## src/rtl/can_mode_pkg.sv

```systemverilog
// Constants and types shared by the CAN mode and low-power control block
package can_mode_pkg;

    // ==========================================================
    // Register map (byte addresses, one 32-bit word each)
    localparam logic [3:0] ADDR_CTRL = 4'h0;
    localparam logic [3:0] ADDR_CONFIG = 4'h4;
    localparam logic [3:0] ADDR_STATUS = 4'h8;

    // ==========================================================
    // Control word fields
    localparam int CTRL_SLEEP_REQ = 0;
    localparam int CTRL_INIT_REQ = 1;
    localparam int CTRL_WAKE_EN = 2;
    localparam int CTRL_WAKE_IRQ_EN = 3;
    localparam int CTRL_STOP_IN_WAIT = 4;
    localparam int CTRL_MODULE_EN = 7;

    // Configuration word fields, writable only in initialization mode
    localparam int CFG_LISTEN_ONLY = 0;
    localparam int CFG_LOOPBACK = 1;

    // Status word fields
    localparam int STAT_SLEEP_ACK = 0;
    localparam int STAT_INIT_ACK = 1;
    localparam int STAT_POWER_DOWN = 2;
    localparam int STAT_RESYNC = 3;
    localparam int STAT_WAKE_EVENT = 4;

    // ==========================================================
    // Values after reset: every control and status bit is zero
    localparam logic [31:0] CTRL_RESET = 32'h00000000;

    // ==========================================================
    // Cycle counts
    localparam int SLEEP_SYNC_CYCLES = 2;
    // Two extra cycles for the register side plus three for the protocol side
    localparam int INIT_SYNC_CYCLES = 5;
    localparam int RECOVERY_CYCLES = 16;
    localparam int RESYNC_BITS = 11;

    // ==========================================================
    // Enumerations
    typedef enum logic [1:0] {
        CPU_RUN,
        CPU_WAIT,
        CPU_STOP3,
        CPU_STOP12
    } cpu_mode_type;

    typedef enum logic [3:0] {
        ST_DISABLED,
        ST_NORMAL,
        ST_SLEEP_PEND,
        ST_SLEEP,
        ST_INIT_SYNC,
        ST_INIT,
        ST_POWER_DOWN,
        ST_RECOVER,
        ST_RESYNC
    } mode_state_type;

endpackage : can_mode_pkg

```

## src/rtl/mode_link_if.sv

```systemverilog
// Link between the mode controller and its recessive-run detector
`timescale 1ns/1ps
interface mode_link_if;
    logic rx_bit;
    logic bit_tick;
    logic arm;
    logic activity;
    logic resync_done;

    modport ctrl (output rx_bit, output bit_tick, output arm, input activity, input resync_done);
    modport filt (input rx_bit, input bit_tick, input arm, output activity, output resync_done);
endinterface : mode_link_if

```

## src/rtl/wake_filter.sv

```systemverilog
// Bus activity detector and consecutive recessive bit counter
`timescale 1ns/1ps
module wake_filter #(
    parameter int RESYNC_BITS = can_mode_pkg::RESYNC_BITS
) (
    // Clock and reset
    input wire logic clk,
    input wire logic rst_n,
    // Controller side
    mode_link_if.filt link
);

    localparam int RW = $clog2(RESYNC_BITS + 1);
    localparam logic [RW-1:0] RUN_LAST = RW'(RESYNC_BITS - 1);

    typedef struct packed {
        logic [RW-1:0] run;
        logic done;
        logic act;
    } filt_state_type;

    filt_state_type q;
    filt_state_type d;

    always_comb begin
        d = q;
        // A dominant level counts as activity
        d.act = !link.rx_bit;
        if (!link.arm) begin
            d.run = '0;
            d.done = 1'b0;
        end else if (link.bit_tick && !q.done) begin
            if (link.rx_bit) begin
                if (q.run == RUN_LAST) begin
                    d.done = 1'b1;
                end else begin
                    d.run = q.run + RW'(1);
                end
            end else begin
                d.run = '0;
            end
        end
    end

    always_ff @(posedge clk) begin
        if (!rst_n) begin
            q <= '0;
        end else begin
            q <= d;
        end
    end

    assign link.activity = q.act;
    assign link.resync_done = q.done;

endmodule : wake_filter

```

## src/rtl/can_mode_lowpower_ctrl.sv

```systemverilog
// Operating-mode and low-power controller of the CAN block, with Avalon-MM registers
`timescale 1ns/1ps

// Summary of operation
// - Listen-only: receive, drive recessive, never start
// - Listen-only: own dominant bits looped to monitor
// - Loopback: tx feeds rx, pins isolated
// - Loopback: ignore ack slot, raise both interrupts
// - Module disabled stops clocks except register access
// - Sleep stops clocks except register access
// - Wake interrupt needs sleep, ack, both enables
// - Wait with stop bit: power-down, then normal, or sleep if it was asleep
// - Stop modes: power-down, light stop keeps sleep
// - Sleep waits until transmit buffers empty
// - Sleep after reception ends, else after sync
// - Acknowledge set once sleep is active
// - Bus-off count paused, no foreground move
// - Buffers reachable in sleep, no abort
// - Wake disabled masks rx, latched at entry
// - Wake by activity or cleared request only
// - After wake wait eleven recessive bits
// - Deferred actions released on wake
// - Init aborts traffic, transmit pin recessive
// - Init resets control, opens configuration writes
// - Init request synchronized before acknowledge
// - Power-down stops all, recovery if awake
module can_mode_lowpower_ctrl (
    // Clock and reset
    input wire logic clk,
    input wire logic rst_n,
    // Avalon-MM slave
    input wire logic [3:0] address,
    input wire logic read,
    input wire logic write,
    input wire logic [31:0] writedata,
    output logic [31:0] readdata,
    output logic waitrequest,
    // CPU power mode
    input wire can_mode_pkg::cpu_mode_type cpu_mode,
    // CAN pins
    input wire logic bus_rx_pin,
    output logic bus_tx_pin,
    // Protocol engine
    input wire logic core_tx,
    input wire logic bit_tick,
    input wire logic tx_pending,
    input wire logic receiving,
    input wire logic bus_idle,
    input wire logic bus_off,
    output logic core_rx,
    output logic core_clock_enable,
    output logic tx_start_allow,
    output logic core_abort,
    output logic bus_join,
    output logic ack_ignore,
    output logic own_frame_as_rx,
    output logic abort_allow,
    output logic rx_fg_move_allow,
    output logic recovery_count_enable,
    output logic config_write_allow,
    output logic deferred_release,
    output logic recovery_cycle,
    // Mode status
    output logic sleep_acknowledge,
    output logic init_acknowledge,
    output logic wakeup_irq
);

    typedef struct packed {
        logic rx_s1;
        logic rx_s2;
        logic rx_int;
        logic tx;
        can_mode_pkg::mode_state_type state;
        logic [4:0] cnt;
        logic sleep_request;
        logic init_request;
        logic wakeup_detect_enable;
        logic wakeup_irq_enable;
        logic stop_in_wait;
        logic module_enable;
        logic listen_only;
        logic loopback;
        logic sleep_ack;
        logic init_ack;
        logic wake_en_latched;
        logic was_asleep;
        logic wake_irq;
        logic wake_event;
        logic release_p;
        logic ack;
        logic [31:0] rdata;
    } ctrl_state_type;

    ctrl_state_type q;
    ctrl_state_type d;
    mode_link_if link ();

    logic online;
    logic pd_req;
    logic access_ok;
    logic wr_ctrl;
    logic wr_cfg;
    logic [31:0] ctrl_word;
    logic [31:0] cfg_word;
    logic [31:0] stat_word;

    // ==========================================================
    // Recessive-run detector
    wake_filter #(
        .RESYNC_BITS(can_mode_pkg::RESYNC_BITS)
    ) u_wake_filter (
        .clk(clk),
        .rst_n(rst_n),
        .link(link)
    );

    assign link.rx_bit = q.rx_int;
    assign link.bit_tick = bit_tick;
    assign link.arm = (q.state == can_mode_pkg::ST_RESYNC);

    // ==========================================================
    // Register views
    always_comb begin
        ctrl_word = can_mode_pkg::CTRL_RESET;
        ctrl_word[can_mode_pkg::CTRL_SLEEP_REQ] = q.sleep_request;
        ctrl_word[can_mode_pkg::CTRL_INIT_REQ] = q.init_request;
        ctrl_word[can_mode_pkg::CTRL_WAKE_EN] = q.wakeup_detect_enable;
        ctrl_word[can_mode_pkg::CTRL_WAKE_IRQ_EN] = q.wakeup_irq_enable;
        ctrl_word[can_mode_pkg::CTRL_STOP_IN_WAIT] = q.stop_in_wait;
        ctrl_word[can_mode_pkg::CTRL_MODULE_EN] = q.module_enable;
        cfg_word = '0;
        cfg_word[can_mode_pkg::CFG_LISTEN_ONLY] = q.listen_only;
        cfg_word[can_mode_pkg::CFG_LOOPBACK] = q.loopback;
        stat_word = '0;
        stat_word[can_mode_pkg::STAT_SLEEP_ACK] = q.sleep_ack;
        stat_word[can_mode_pkg::STAT_INIT_ACK] = q.init_ack;
        stat_word[can_mode_pkg::STAT_POWER_DOWN] = (q.state == can_mode_pkg::ST_POWER_DOWN);
        stat_word[can_mode_pkg::STAT_RESYNC] = (q.state == can_mode_pkg::ST_RESYNC);
        stat_word[can_mode_pkg::STAT_WAKE_EVENT] = q.wake_event;
    end

    // ==========================================================
    // Mode decode
    assign online = (q.state == can_mode_pkg::ST_NORMAL) || (q.state == can_mode_pkg::ST_SLEEP_PEND);
    // Light stop keeps an established sleep; every other stop or a gated wait powers down
    assign pd_req = q.module_enable && ((cpu_mode == can_mode_pkg::CPU_STOP12)
        || (cpu_mode == can_mode_pkg::CPU_WAIT && q.stop_in_wait)
        || (cpu_mode == can_mode_pkg::CPU_STOP3 && q.state != can_mode_pkg::ST_SLEEP));
    // Power-down blocks the registers: reads give zero, writes are dropped
    assign access_ok = (q.state != can_mode_pkg::ST_POWER_DOWN);
    assign wr_ctrl = write && q.ack && access_ok && (address == can_mode_pkg::ADDR_CTRL);
    assign wr_cfg = write && q.ack && access_ok && (address == can_mode_pkg::ADDR_CONFIG);

    // ==========================================================
    // Next state
    always_comb begin
        d = q;
        d.rx_s1 = bus_rx_pin;
        d.rx_s2 = q.rx_s1;
        d.release_p = 1'b0;
        d.wake_irq = 1'b0;

        // Bus slave: one wait cycle, data registered for the answering edge
        d.ack = (read || write) && !q.ack;
        if (read && !q.ack) begin
            d.rdata = '0;
            if (access_ok) begin
                unique case (address)
                    can_mode_pkg::ADDR_CTRL: d.rdata = ctrl_word;
                    can_mode_pkg::ADDR_CONFIG: d.rdata = cfg_word;
                    can_mode_pkg::ADDR_STATUS: d.rdata = stat_word;
                    default: d.rdata = '0;
                endcase
            end
        end

        if (wr_ctrl) begin
            // Requests cannot be withdrawn before their acknowledge
            d.sleep_request = writedata[can_mode_pkg::CTRL_SLEEP_REQ]
                || (q.sleep_request && !q.sleep_ack);
            d.init_request = writedata[can_mode_pkg::CTRL_INIT_REQ]
                || (q.init_request && !q.init_ack);
            d.wakeup_detect_enable = writedata[can_mode_pkg::CTRL_WAKE_EN];
            d.wakeup_irq_enable = writedata[can_mode_pkg::CTRL_WAKE_IRQ_EN];
            d.stop_in_wait = writedata[can_mode_pkg::CTRL_STOP_IN_WAIT];
            d.module_enable = writedata[can_mode_pkg::CTRL_MODULE_EN];
            // Reading is not enough to clear: a write of zero or entry into init drops it
            d.wake_event = q.wake_event && writedata[can_mode_pkg::STAT_WAKE_EVENT];
        end
        if (wr_cfg && q.init_ack) begin
            d.listen_only = writedata[can_mode_pkg::CFG_LISTEN_ONLY];
            d.loopback = writedata[can_mode_pkg::CFG_LOOPBACK];
        end

        if (!q.module_enable) begin
            d.state = can_mode_pkg::ST_DISABLED;
            d.sleep_ack = 1'b0;
            d.init_ack = 1'b0;
        end else if (pd_req && q.state != can_mode_pkg::ST_POWER_DOWN) begin
            d.state = can_mode_pkg::ST_POWER_DOWN;
            d.was_asleep = (q.state == can_mode_pkg::ST_SLEEP);
        end else begin
            unique case (q.state)
                can_mode_pkg::ST_DISABLED: begin
                    d.state = can_mode_pkg::ST_NORMAL;
                end
                can_mode_pkg::ST_NORMAL: begin
                    d.cnt = '0;
                    if (q.init_request) begin
                        d.state = can_mode_pkg::ST_INIT_SYNC;
                    end else if (q.sleep_request) begin
                        d.state = can_mode_pkg::ST_SLEEP_PEND;
                    end
                end
                can_mode_pkg::ST_SLEEP_PEND: begin
                    if (q.init_request) begin
                        d.state = can_mode_pkg::ST_INIT_SYNC;
                        d.cnt = '0;
                    end else if (!tx_pending && !receiving && bus_idle) begin
                        d.cnt = q.cnt + 5'h01;
                        if (q.cnt == 5'(can_mode_pkg::SLEEP_SYNC_CYCLES - 1)) begin
                            d.state = can_mode_pkg::ST_SLEEP;
                            d.sleep_ack = 1'b1;
                            // Enable is sampled once, at entry
                            d.wake_en_latched = q.wakeup_detect_enable;
                        end
                    end else begin
                        d.cnt = '0;
                    end
                end
                can_mode_pkg::ST_SLEEP: begin
                    if (q.init_request) begin
                        d.state = can_mode_pkg::ST_INIT_SYNC;
                        d.cnt = '0;
                        d.sleep_ack = 1'b0;
                    end else if (!q.sleep_request) begin
                        d.state = can_mode_pkg::ST_RESYNC;
                        d.sleep_ack = 1'b0;
                        d.release_p = 1'b1;
                    end else if (q.wake_en_latched && link.activity) begin
                        d.state = can_mode_pkg::ST_RESYNC;
                        d.sleep_ack = 1'b0;
                        d.sleep_request = 1'b0;
                        d.release_p = 1'b1;
                        d.wake_irq = q.wakeup_irq_enable;
                        d.wake_event = 1'b1;
                    end
                end
                can_mode_pkg::ST_INIT_SYNC: begin
                    d.cnt = q.cnt + 5'h01;
                    if (q.cnt == 5'(can_mode_pkg::INIT_SYNC_CYCLES - 1)) begin
                        d.state = can_mode_pkg::ST_INIT;
                        d.init_ack = 1'b1;
                        // Control bits other than the request and enable go back to reset
                        d.sleep_request = 1'b0;
                        d.sleep_ack = 1'b0;
                        d.wakeup_detect_enable = 1'b0;
                        d.wakeup_irq_enable = 1'b0;
                        d.stop_in_wait = 1'b0;
                        d.wake_event = 1'b0;
                    end
                end
                can_mode_pkg::ST_INIT: begin
                    if (!q.init_request) begin
                        d.state = can_mode_pkg::ST_RESYNC;
                        d.init_ack = 1'b0;
                    end
                end
                can_mode_pkg::ST_POWER_DOWN: begin
                    d.cnt = '0;
                    if (!pd_req) begin
                        d.state = q.was_asleep ? can_mode_pkg::ST_SLEEP
                            : can_mode_pkg::ST_RECOVER;
                    end
                end
                can_mode_pkg::ST_RECOVER: begin
                    d.cnt = q.cnt + 5'h01;
                    if (q.cnt == 5'(can_mode_pkg::RECOVERY_CYCLES - 1)) begin
                        d.state = can_mode_pkg::ST_NORMAL;
                    end
                end
                can_mode_pkg::ST_RESYNC: begin
                    if (link.resync_done) begin
                        d.state = can_mode_pkg::ST_NORMAL;
                    end
                end
            endcase
        end

        // Pin and monitor path
        if (online && !q.listen_only && !q.loopback) begin
            d.tx = core_tx;
        end else begin
            d.tx = 1'b1;
        end
        if (q.loopback) begin
            d.rx_int = core_tx;
        end else if (q.listen_only) begin
            d.rx_int = core_tx && q.rx_s2;
        end else if (q.state == can_mode_pkg::ST_SLEEP && !q.wake_en_latched) begin
            d.rx_int = 1'b1;
        end else begin
            d.rx_int = q.rx_s2;
        end
    end

    always_ff @(posedge clk) begin
        if (!rst_n) begin
            q <= '0;
        end else begin
            q <= d;
        end
    end

    // ==========================================================
    // Outputs
    assign readdata = q.rdata;
    assign waitrequest = (read || write) && !q.ack;
    assign bus_tx_pin = q.tx;
    assign core_rx = q.rx_int;
    // Register access keeps running in sleep; only the protocol side is gated
    assign core_clock_enable = !(q.state == can_mode_pkg::ST_DISABLED
        || q.state == can_mode_pkg::ST_SLEEP
        || q.state == can_mode_pkg::ST_POWER_DOWN);
    assign tx_start_allow = online && !q.listen_only;
    assign core_abort = (q.state == can_mode_pkg::ST_INIT_SYNC) || (q.state == can_mode_pkg::ST_INIT)
        || (q.state == can_mode_pkg::ST_POWER_DOWN)
        || (q.state == can_mode_pkg::ST_DISABLED);
    assign bus_join = online;
    assign ack_ignore = q.loopback;
    assign own_frame_as_rx = q.loopback;
    assign abort_allow = (q.state != can_mode_pkg::ST_SLEEP);
    assign rx_fg_move_allow = (q.state != can_mode_pkg::ST_SLEEP);
    assign recovery_count_enable = bus_off && core_clock_enable;
    assign config_write_allow = q.init_ack;
    assign deferred_release = q.release_p;
    assign recovery_cycle = (q.state == can_mode_pkg::ST_RECOVER);
    assign sleep_acknowledge = q.sleep_ack;
    assign init_acknowledge = q.init_ack;
    assign wakeup_irq = q.wake_irq;
endmodule : can_mode_lowpower_ctrl

```

## config.mk

```make
export PLATFORM = sky130hd
export DESIGN_NAME = can_mode_lowpower_ctrl
export DESIGN_NICKNAME = d
export VERILOG_FILES = /design/src/rtl/can_mode_pkg.sv /design/src/rtl/mode_link_if.sv /design/src/rtl/wake_filter.sv /design/src/rtl/can_mode_lowpower_ctrl.sv
export SDC_FILE = /design/constraint.sdc
export NUM_CORES = 1
export LEC_CHECK = 0
export BUFFER_PORTS_ARGS = -buffer_cell sky130_fd_sc_hd__buf_4
export CORE_ASPECT_RATIO = 1.75
export CORE_MARGIN = 1
export CORE_UTILIZATION = 50
export DETAILED_ROUTE_END_ITERATION = 8
export PLACE_DENSITY = 0.78
export SETUP_SLACK_MARGIN = 0.3
export SYNTH_ARGS = -nofsm -noshare
export SYNTH_HDL_FRONTEND = slang
export SYNTH_HIERARCHICAL = 1
export SYNTH_SLANG_ARGS = --single-unit
```

## constraint.sdc

```tcl
create_clock -name clk -period 2.1 [get_ports clk]
set_input_delay 0.21 -clock clk [delete_from_list [all_inputs] [get_ports clk]]
set_output_delay 0.21 -clock clk [all_outputs]
set_load 0.03 [all_outputs]
```

# Word-level counts from Yosys, hierarchy flattened
# Cells that the tools add are included.
[classes] n_reduce_logical=66 n_bitwise=7 n_addsub=2 n_eq_ne=42 n_mux=59
[op_table] cell="4-bit 2-to-1 mux" count=14
[op_table] cell="4-bit case mux with 9 select lines" count=1
[op_table] cell="3-bit 2-to-1 mux" count=8
[op_table] cell="8-bit case mux with 3 select lines" count=1
[op_table] cell="1-bit logical AND" count=23
[op_table] cell="1-bit 2-to-1 mux" count=21
[op_table] cell="4-bit by 3-bit equality test with 1-bit output, second input constant" count=5
[op_table] cell="5-bit case mux with 4 select lines" count=1
[op_table] cell="9-bit AND reduction" count=2
[op_table] cell="2-bit != test, second input constant" count=7
[op_table] cell="4-bit equality test, second input constant" count=3
[op_table] cell="3-bit != test, second input constant" count=4
[op_table] cell="4-bit by 2-bit != test with 1-bit output, second input constant" count=3
[op_table] cell="1-bit logical NOT" count=11
[op_table] cell="1-bit logical OR" count=11
[op_table] cell="5-bit 2-to-1 mux" count=2
[op_table] cell="9-bit 2-to-1 mux" count=1
[op_table] cell="3-bit by 2-bit != test with 1-bit output, second input constant" count=3
[op_table] cell="4-bit by 2-bit equality test with 1-bit output, second input constant" count=2
[op_table] cell="4-bit logical NOT" count=2
[op_table] cell="2-bit 2-to-1 mux" count=4
[op_table] cell="8-bit 2-to-1 mux" count=1
[op_table] cell="4-bit by 3-bit != test with 1-bit output, second input constant" count=2
[op_table] cell="2-bit AND reduction" count=4
[op_table] cell="27 further kinds" count=40
[word_totals] elab_cells=203 input_bits=49 output_inout_bits=50 register_bits=67

# Depth between registers and ports, before layout
# Gate-level depths: netlist of run 1.
[depth] word_depth=10 ltp_mapped=7 mapped_depth_nobuf=7

# Cells and area by module
# Netlist of run 1, hierarchy kept.
[by_module_without_submodules] module="can_mode_lowpower_ctrl" area_each_um2=2387.3 cells_per_inst=284 seq_area_each_um2=700.7 n_inst=1
[by_module_without_submodules] module="wake_filter" area_each_um2=294.0 cells_per_inst=34 seq_area_each_um2=120.1 n_inst=1

# Worst setup path before layout of run 1
# OpenSTA, ideal clock, no wires.
[synth_path] kind="reg2reg" from="register q[53] in the netlist's numbering" to="register q[56] in the netlist's numbering" required_ps=2028 path_buffers=1 synth_period_minus_slack_ps=1906 setup_ps=72 slack_ps=194 t_arrival_ps=1834 stages_incl_launch_ff=7 path_cell_list="dfxtp_1 > buf_6 > nand4bb_4 > or2_4 > a21o_1 > or4b_1 > mux2i_1"
[synth_between] elab_chain_cells=6 elab_cells_between_ends=27 cone_classes="eq/ne: 19; mux: 1; reduce/logical: 7"
[synth_rtl] item="start: declaration" line_no="can_mode_lowpower_ctrl.sv:95" text="ctrl_state_type q;"
[synth_rtl] item="start signal: assignment" line_no="can_mode_lowpower_ctrl.sv:310" text="q <= '0;"
[synth_rtl] item="start signal: assignment" line_no="can_mode_lowpower_ctrl.sv:312" text="q <= d;"
[synth_rtl] item="4-bit by 2-bit != test with 1-bit output *"
[synth_rtl] item="via abort_allow" line_no="can_mode_lowpower_ctrl.sv:57" text="output logic abort_allow,"
[synth_rtl] item="1-bit logical AND *" line_no="can_mode_lowpower_ctrl.sv:149" text="|| (cpu_mode == can_mode_pkg::CPU_STOP3 && q.state != can_mode_pkg::ST_SLEEP));"
[synth_rtl] item="1-bit logical OR *" line_no="can_mode_lowpower_ctrl.sv:149"
[synth_rtl] item="1-bit logical AND *" line_no="can_mode_lowpower_ctrl.sv:147" text="assign pd_req = q.module_enable && ((cpu_mode == can_mode_pkg::CPU_STOP12)"
[synth_rtl] item="2-bit != test (no source line) / 1-bit logical AND (equally long branches)"
[synth_rtl] item="9-bit AND reduction (no source line) / 3-bit OR reduction (equally long branches)"
# Mark *: on every way through the listed nets, which the timed path passes. The rest lies on a longest branch.
# A chain may end at the register's enable or synchronous reset.

# Final worst setup path of run 1
[layout_path] from="register q[49] in the netlist's numbering" to="register q (netlist bit sleep_acknowledge)"
[layout_between] elab_chain_cells=3 elab_cells_between_ends=5 cone_classes="eq/ne: 4; reduce/logical: 1"
[layout_rtl] item="5-bit by 1-bit equality test with 1-bit output / 5-bit by 3-bit equality test with 1-bit output (equally long branches)" line_no="can_mode_lowpower_ctrl.sv:222, can_mode_lowpower_ctrl.sv:252"
[layout_rtl] item="2-bit by 1-bit != test with 1-bit output (no source line) / 2-bit != test (equally long branches)"
[layout_rtl] item="7-bit AND reduction (no source line) *"
# Mark *: on every way between the ends. The rest lies on a longest branch, timed or not.

==> impl_metrics.json, run 1 <==
{
  "slew_headroom_pct": 66.16,
  "synth_compound_area_share_pct": 17.31,
  "final_area_mm2": 0.003453,
  "drive_gt1_share_pct": 35.08,
  "initial_core_util_pct": 52.97,
  "nets": 436,
  "vias": 2597,
  "dp_hpwl_um": 5156,
  "hold_depth": 2,
  "ys_seq_area_share_pct": 30.61,
  "cts_sinks": 41,
  "synth_mux_area_share_pct": 5.226,
  "r2r_setup_slack_ns": 0.14,
  "io_pins": 99,
  "status": "finished with violations",
  "die_y_um": 98.88,
  "cp_slowest_stage_delay_ns": 0.48,
  "skew_ns": 0.004238,
  "wire_per_inst_um": 17.03,
  "fin_util_pct": 68.22,
  "die_x_um": 57.36,
  "first_global_vias": 2485,
  "ys_ff_latch": 41,
  "gp_routability_congestion": 0.9015,
  "worstSetupPathType": "reg2reg",
  "synth_area_leader_cell": "dfxtp_1",
  "synth_common_cells": "41 x dfxtp_1, 36 x buf_4, 27 x nand2_1",
  "viasPerCell": 5.956,
  "core_mm2": 0.005062,
  "grt_antenna_before_repair": 0,
  "synth-adder-area-share_pct": 3.173,
  "syn-mean-instance-area_um2": 8.432,
  "clk_latency_ns": 0.30,
  "synth_edf_count": 0,
  "worstPathArrival_ns": 2.18,
  "timing.rr.start": "q[49]",
  "synth_simple_gate_area_share_pct": 29.35,
  "rsz0062_at_grt": "true",
  "reg2reg_to": "sleep_acknowledge",
  "grt_pass1_wl_um": 11470,
  "whs_endpoint": "d[59]",
  "static-leakage-power_nw": 1.387,
  "cts-buffers-inserted": 5,
  "grt_max_degree": 35,
  "globalRouteOverflowTotal": 0,
  "cts_tree": "done",
  "max-vdd-ir-drop_uv": 269.4,
  "final.period_utilization_pct": 93.48,
  "start_kind": "flip-flop",
  "area_growth_pct": 28.79,
  "first_pass_iters": 7,
  "synth_top_family_by_area": "simple AND/OR/NAND/NOR gates",
  "async_reset_ff_share_pct": 0,
  "htree_num_levels": 2,
  "grt_use_total_pct": 26.08,
  "clock.fmax_mhz": 509.4,
  "diodes": 0,
  "synthTopCellsByArea": "dfxtp_1 31%, buf_4 10%, mux2i_1 5.2%",
  "syn_inst": 318,
  "finalHoldViolCount": 0,
  "end_kind": "flip-flop",
  "root_buffer": "clkbuf_8",
  "powerDensity_mw_per_mm2": 505.1,
  "clock_path_buffers": 2,
  "std_cell_rows": 34,
  "drtIter0Drc": 138,
  "worstHoldStart": "bus_rx_pin",
  "setup_tns_ns": 0,
  "synthesis.area_mm2": 0.002681,
  "synth-main-ff-cell": "dfxtp_1",
  "ys_warn_count": 6,
  "finalSetupViolCount": 0,
  "reg2reg_depth": 8,
  "portBuffers": 46,
  "drc": 7,
  "violations": "design-rule violations",
  "synth_xor_xnor_area_share_pct": 0.6533,
  "max_cap_violations": 0,
  "dieArea_mm2": 0.005671,
  "place_ws_ns": 0.1084,
  "synth_most_common_cell": "dfxtp_1",
  "cpLargestDelayFamily": "simple AND/OR/NAND/NOR gates",
  "ant_nets": 0,
  "dpl_cell_area_mm2": 0.003049,
  "routed_wl_um": 7425,
  "synth_top_cell_area_share_pct": 30.61,
  "critPathSlowestCell": "or4bb_4",
  "final_max_slew_viol_count": 0,
  "cp.required_ns": 2.32,
  "min_period_ns": 1.963,
  "ctsHoldBuffers": 0,
  "crit_buf_inv": 2,
  "cp_cell_sequence": "inv_4 -> buf_6 -> ha_4 -> or4bb_4 -> nor4b_4 -> a2111oi_4 -> a21oi_1 -> a211oi_1",
  "worstPathMaxFanout": 4,
  "worstMarginPinSlew_ns": 0.5045,
  "min_path_type": "in2reg",
  "power.total_mw": 1.744,
  "setup_ws_ns": 0.1370,
  "clkSlewWorstSetupHoldPaths_ns": 0.09,
  "yosys.cell_types.count": 65
}
==> layer usage <==
layer	global-route usage, %	vias up	share of wire (%)
met1	25.65	1236	34
met4	16.70	0	5.2
met3	3.675	35	4.6
li1	-	1207	-
met5	0	-	0
met2	48.75	119	56
==> worst reg2reg max path: stages, from the launching register on <==
cell and delay, ns:
dfxtp_4 0.36, inv_4 0.06, buf_6 0.09, ha_4 0.11, or4bb_4 0.48, nor4b_4 0.16, a2111oi_4 0.34, a21oi_1 0.11
a211oi_1 0.17
==> final cells by class <==
cell class	count	area, um2
inverters	8	32.53
flip-flops and latches	41	845.8
clock buffers	5	68.82
well taps	54	67.56
fillers	406	1609
repair buffers	81	630.6
multi-input cells	244	1739
clock inverters	3	68.82
==> timing repair <==
action,CTS,global route
cloned,0,0
pin swaps,9,10
setup buffers,6,8
setup endpoints to repair,28,23
gates resized for setup,25,17
==> how the worst max path moves through the flow <==
| stage | from | to | slack [ns] | depth (start not counted) |
|---|---|---|---|---|
| CTS | q[49] | q[56] | 0.24 | 8 |
| detailed placement | q[49] | q[53] | 0.11 | 7 |
| global placement | q[49] | q[53] | 0.12 | 7 |
| global route | q[49] | sleep_acknowledge | 0.09 | 8 |
| floorplan | q[55] | q[56] | 0.22 | 6 |
| finish | q[49] | sleep_acknowledge | 0.14 | 8 |
==> where the power goes <==
| part | internal (mW) | switching (mW) | total, mW | leakage (nW) |
|---|---|---|---|---|
| Combinational | 0.0548 | 0.118 | 0.173 | 0.981 |
| Clock | 0.479 | 0.311 | 0.789 | 0.0687 |
| Sequential | 0.776 | 0.00600 | 0.782 | 0.338 |
| Total | 1.31 | 0.435 | 1.74 | 1.39 |
==> placed cells by master, fill, tap and decap left out, types with 9 or more instances in the layout <==
| cell | count |
|---|---|
| a21oi_1 | 16 |
| buf_4 | 75 |
| nor2_1 | 16 |
| dfxtp_1 | 33 |
| nand2_1 | 25 |
| conb_1 | 26 |
| mux2i_1 | 14 |
| nand3_1 | 10 |
| o21ai_0 | 9 |
| nor2b_1 | 17 |
==> metrics by stage <==
stage | std cells | hold slack, ns
2_1_floorplan | 343 | 0.3352
3_3_place_gp | 414 | 0.4211
3_5_place_dp | 414 | 0.4227
4_1_cts | 428 | 0.1104
5_1_grt | 436 | 0.1150
6_report | 436 | 0.1122
==> kinds of logic after synthesis <==
kind of cell,Yosys count
multiplexers,14
XOR/XNOR,2
flip-flops,41
AND/OR/NAND/NOR,131
buffers and inverters,58
adder cells (fa/ha/maj),7
other,1
AO/OA/AOI/OAI,64
==> flip-flops by register name (all words and copies together), names as in the netlist <==
name                            flops
wakeup_irq                          1
d                                   1
q                                  14
ctrl_word                           6
u_wake_filter/link.resync_done      1
core_rx                             1
sleep_acknowledge                   1
u_wake_filter/link.activity         1
u_wake_filter/q                     4
ack_ignore                          1
cfg_word                            1
readdata                            6
deferred_release                    1
config_write_allow                  1
bus_tx_pin                          1
Power figures use the tool's default switching activity.
==> inputs of run 2 (changes only) <==
--- a/config.mk
+++ b/config.mk
@@ -5,12 +5,13 @@
 export SDC_FILE = /design/constraint.sdc
 export NUM_CORES = 1
 export LEC_CHECK = 0
+export ABC_AREA = 1
 export BUFFER_PORTS_ARGS = -buffer_cell sky130_fd_sc_hd__buf_4
 export CORE_ASPECT_RATIO = 1.75
 export CORE_MARGIN = 1
 export CORE_UTILIZATION = 50
 export DETAILED_ROUTE_END_ITERATION = 8
-export PLACE_DENSITY = 0.78
+export PLACE_DENSITY = 0.77
 export SETUP_SLACK_MARGIN = 0.3
 export SYNTH_ARGS = -nofsm -noshare
 export SYNTH_HDL_FRONTEND = slang
==> run 2 against run 1 <==
The run now ends clean. Sequential power up 0.8%. Highest routed layer unchanged. Sequential share of layout area is 1.4 points higher. Critical path depth decreased by 2. Design area down 7.2%. Critical path type is now reg2out.
==> impl_metrics.json, run 2 <==
{
  "skew_ns": 0.007146,
  "rsz0062_at_grt": "true",
  "cp_cell_sequence": "nand2_2 -> inv_4 -> nand2_4 -> nand2_1 -> nor3b_2 -> buf_4",
  "internal_power_mw": 1.307,
  "power.total_mw": 1.728,
  "async_reset_ff_share_pct": 0,
  "worstHoldStart": "bus_rx_pin",
  "drc": 0,
  "status": "completed",
  "ys_seq_area_share_pct": 29.64,
  "cp_slowest_stage_delay_ns": 0.36,
  "synth_top_cell_area_share_pct": 29.64,
  "finalHoldViolCount": 0,
  "cts_tree": "done",
  "synth_area_leader_cell": "dfxtp_1",
  "final_cell_mix": "90 x nand2_1, 54 x nor2_1, 49 x buf_4, 48 x inv_1, 35 x dfxtp_1",
  "ys_warn_count": 6,
  "dieArea_mm2": 0.005851,
  "worstSetupPathType": "reg2out",
  "initial_core_util_pct": 52.26,
  "synthTopCellsByArea": "dfxtp_1 30%, nand2_1 12%, buf_4 9.5%",
  "htree_num_levels": 2,
  "max_cap_violations": 0,
  "grt_use_total_pct": 23.79,
  "ant_nets": 0,
  "static-leakage-power_nw": 1.553,
  "combPwrFrac_pct": 9.4,
  "synth_common_cells": "90 x nand2_1, 55 x nor2_1, 48 x inv_1, 41 x dfxtp_1, 35 x buf_4",
  "hold_depth": 3,
  "synth_most_common_cell": "nand2_1",
  "nets": 509,
  "reg2reg_depth": 12,
  "synth-main-ff-cell": "dfxtp_1",
  "end_kind": "output port",
  "final_common_cell": "nand2_1",
  "cts_sinks": 41,
  "grt_pass1_wl_um": 10630,
  "wire_per_inst_um": 12.79,
  "area_growth_pct": 15.77,
  "cp.required_ns": 1.89,
  "largest_reg_flops": 14,
  "synthesis.area_mm2": 0.002769,
  "final_max_slew_viol_count": 0,
  "drive_gt1_share_pct": 22.86,
  "synth_edf_count": 0,
  "syn-mean-instance-area_um2": 6.704,
  "cts-buffers-inserted": 5,
  "setup_ws_ns": 0.4101,
  "root_buffer": "clkbuf_8",
  "die_x_um": 58.26,
  "reg2reg_to": "q[54]",
  "powerDensity_mw_per_mm2": 538.9,
  "io_pins": 99,
  "ys_ff_latch": 41,
  "whs_ns": 0.08561,
  "start_kind": "flip-flop",
  "worstPathMaxFanout": 8,
  "diodes": 0,
  "min_path_type": "in2reg",
  "seqPwrFrac_pct": 45.6,
  "multi_input_area_mm2": 0.001572,
  "syn_inst": 413,
  "gp_routability_congestion": 0.9401,
  "final.period_utilization_pct": 80.47,
  "n_fill_cell": 543,
  "switchingPower_mw": 0.4209,
  "vias": 2667,
  "min_period_ns": 1.690,
  "switching_share_pct": 24.37,
  "setup_tns_ns": 0,
  "clkSlewWorstSetupHoldPaths_ns": 0.08,
  "place_ws_ns": 0.3809,
  "std_cell_rows": 35,
  "drtIter0Drc": 152,
  "grt_antenna_before_repair": 0,
  "regArea_um2": 830.8,
  "die_y_um": 100.4,
  "max-vdd-ir-drop_uv": 325.0,
  "core_mm2": 0.005299,
  "whs_endpoint": "d[59]",
  "clock.fmax_mhz": 591.8,
  "clock_path_buffers": 2,
  "globalRouteOverflowTotal": 0,
  "finalSetupViolCount": 0,
  "grt_max_degree": 16,
  "dp_hpwl_um": 5369,
  "clk_latency_ns": 0.30,
  "worstPathArrival_ns": 1.48,
  "critPathSlowestCell": "dfxtp_1",
  "viasPerCell": 5.042,
  "portBuffers": 46,
  "yosys.cell_types.count": 39,
  "r2r_setup_slack_ns": 0.47,
  "p_clk_share_pct": 45.0,
  "regMostFlops": "q",
  "routed_wl_um": 6767,
  "first_pass_iters": 5,
  "timing.rr.start": "q[48]",
  "first_global_vias": 2493
}
run 2: metrics by stage:
step                      instances  instance area, um2  utilization [%]
after floorplan                 438                2868                -
final                           529                3206            60.50
after global routing            529                3206            60.50
after global placement          519                3020            57.00
after detailed placement        519                3020            57.00
after CTS                       527                3166            59.74
run 2: logic make-up after synthesis:
kind of cell    Yosys count  share of synthesized area [%]
compound gates           48                          10.30
other cells               1                         0.1354
fa+ha+maj                 6                          2.711
mux                       1                         0.3615
flops                    41                          29.64
simple gates            221                          38.64
xor+xnor                  1                         0.3164
buf+inv                  94                          17.89
run 2: power groups by stage:
stage               Sequential, mW  Combinational (mW)  Clock [mW]
finish                       0.788               0.163       0.777
floorplan                    0.810               0.145           0
CTS                          0.789               0.162       0.787
global route                 0.789               0.177       0.814
detailed placement           0.808               0.162           0
global placement             0.807               0.161           0
run 2: routing by layer:
metal / track usage, % / up-vias / routed length [um]
met5: 0 / - / 0
met2: 48.28 / 85 / 3954
met1: 21.45 / 1223 / 2345
met4: 12.82 / 0 / 225
li1: - / 1339 / -
met3: 2.835 / 20 / 241
run 2: final cells by class:
class                           instances  area share [%]
Timing Repair Buffer                   49           11.48
Tap cell                               74           2.888
Sequential cell                        41           25.92
Multi-Input combinational cell        303           49.02
Clock buffer                            5           2.147
Clock inverter                          3           2.147
Inverter                               54           6.401
run 2: worst max-delay path: cells and delay by family, from the launching register on:
| family | cells | cell delay (ns) |
|---|---|---|
| flops | 1 | 0.36 |
| simple gates | 4 | 0.54 |
| buf+inv | 2 | 0.27 |
run 2: repair_timing:
action / CTS / global route
gates cloned: 0 / 0
setup buffers: 0 / 2
gates resized for setup: 3 / 10
hold buffers: 0 / 0
pin swaps: 0 / 2
endpoints found under the setup margin: 2 / 11
run 2: worst max-delay path by stage:
stage               start                    end  slack (ns)  cells after the start
global route        q[48]                  q[54]        0.27                     12
finish              q[54]  recovery_count_enable        0.41                      6
detailed placement  q[48]                  q[53]        0.38                     11
floorplan           q[55]         tx_start_allow        0.52                      3
CTS                 q[53]               bus_join        0.32                      5
global placement    q[48]                  q[53]        0.37                     11
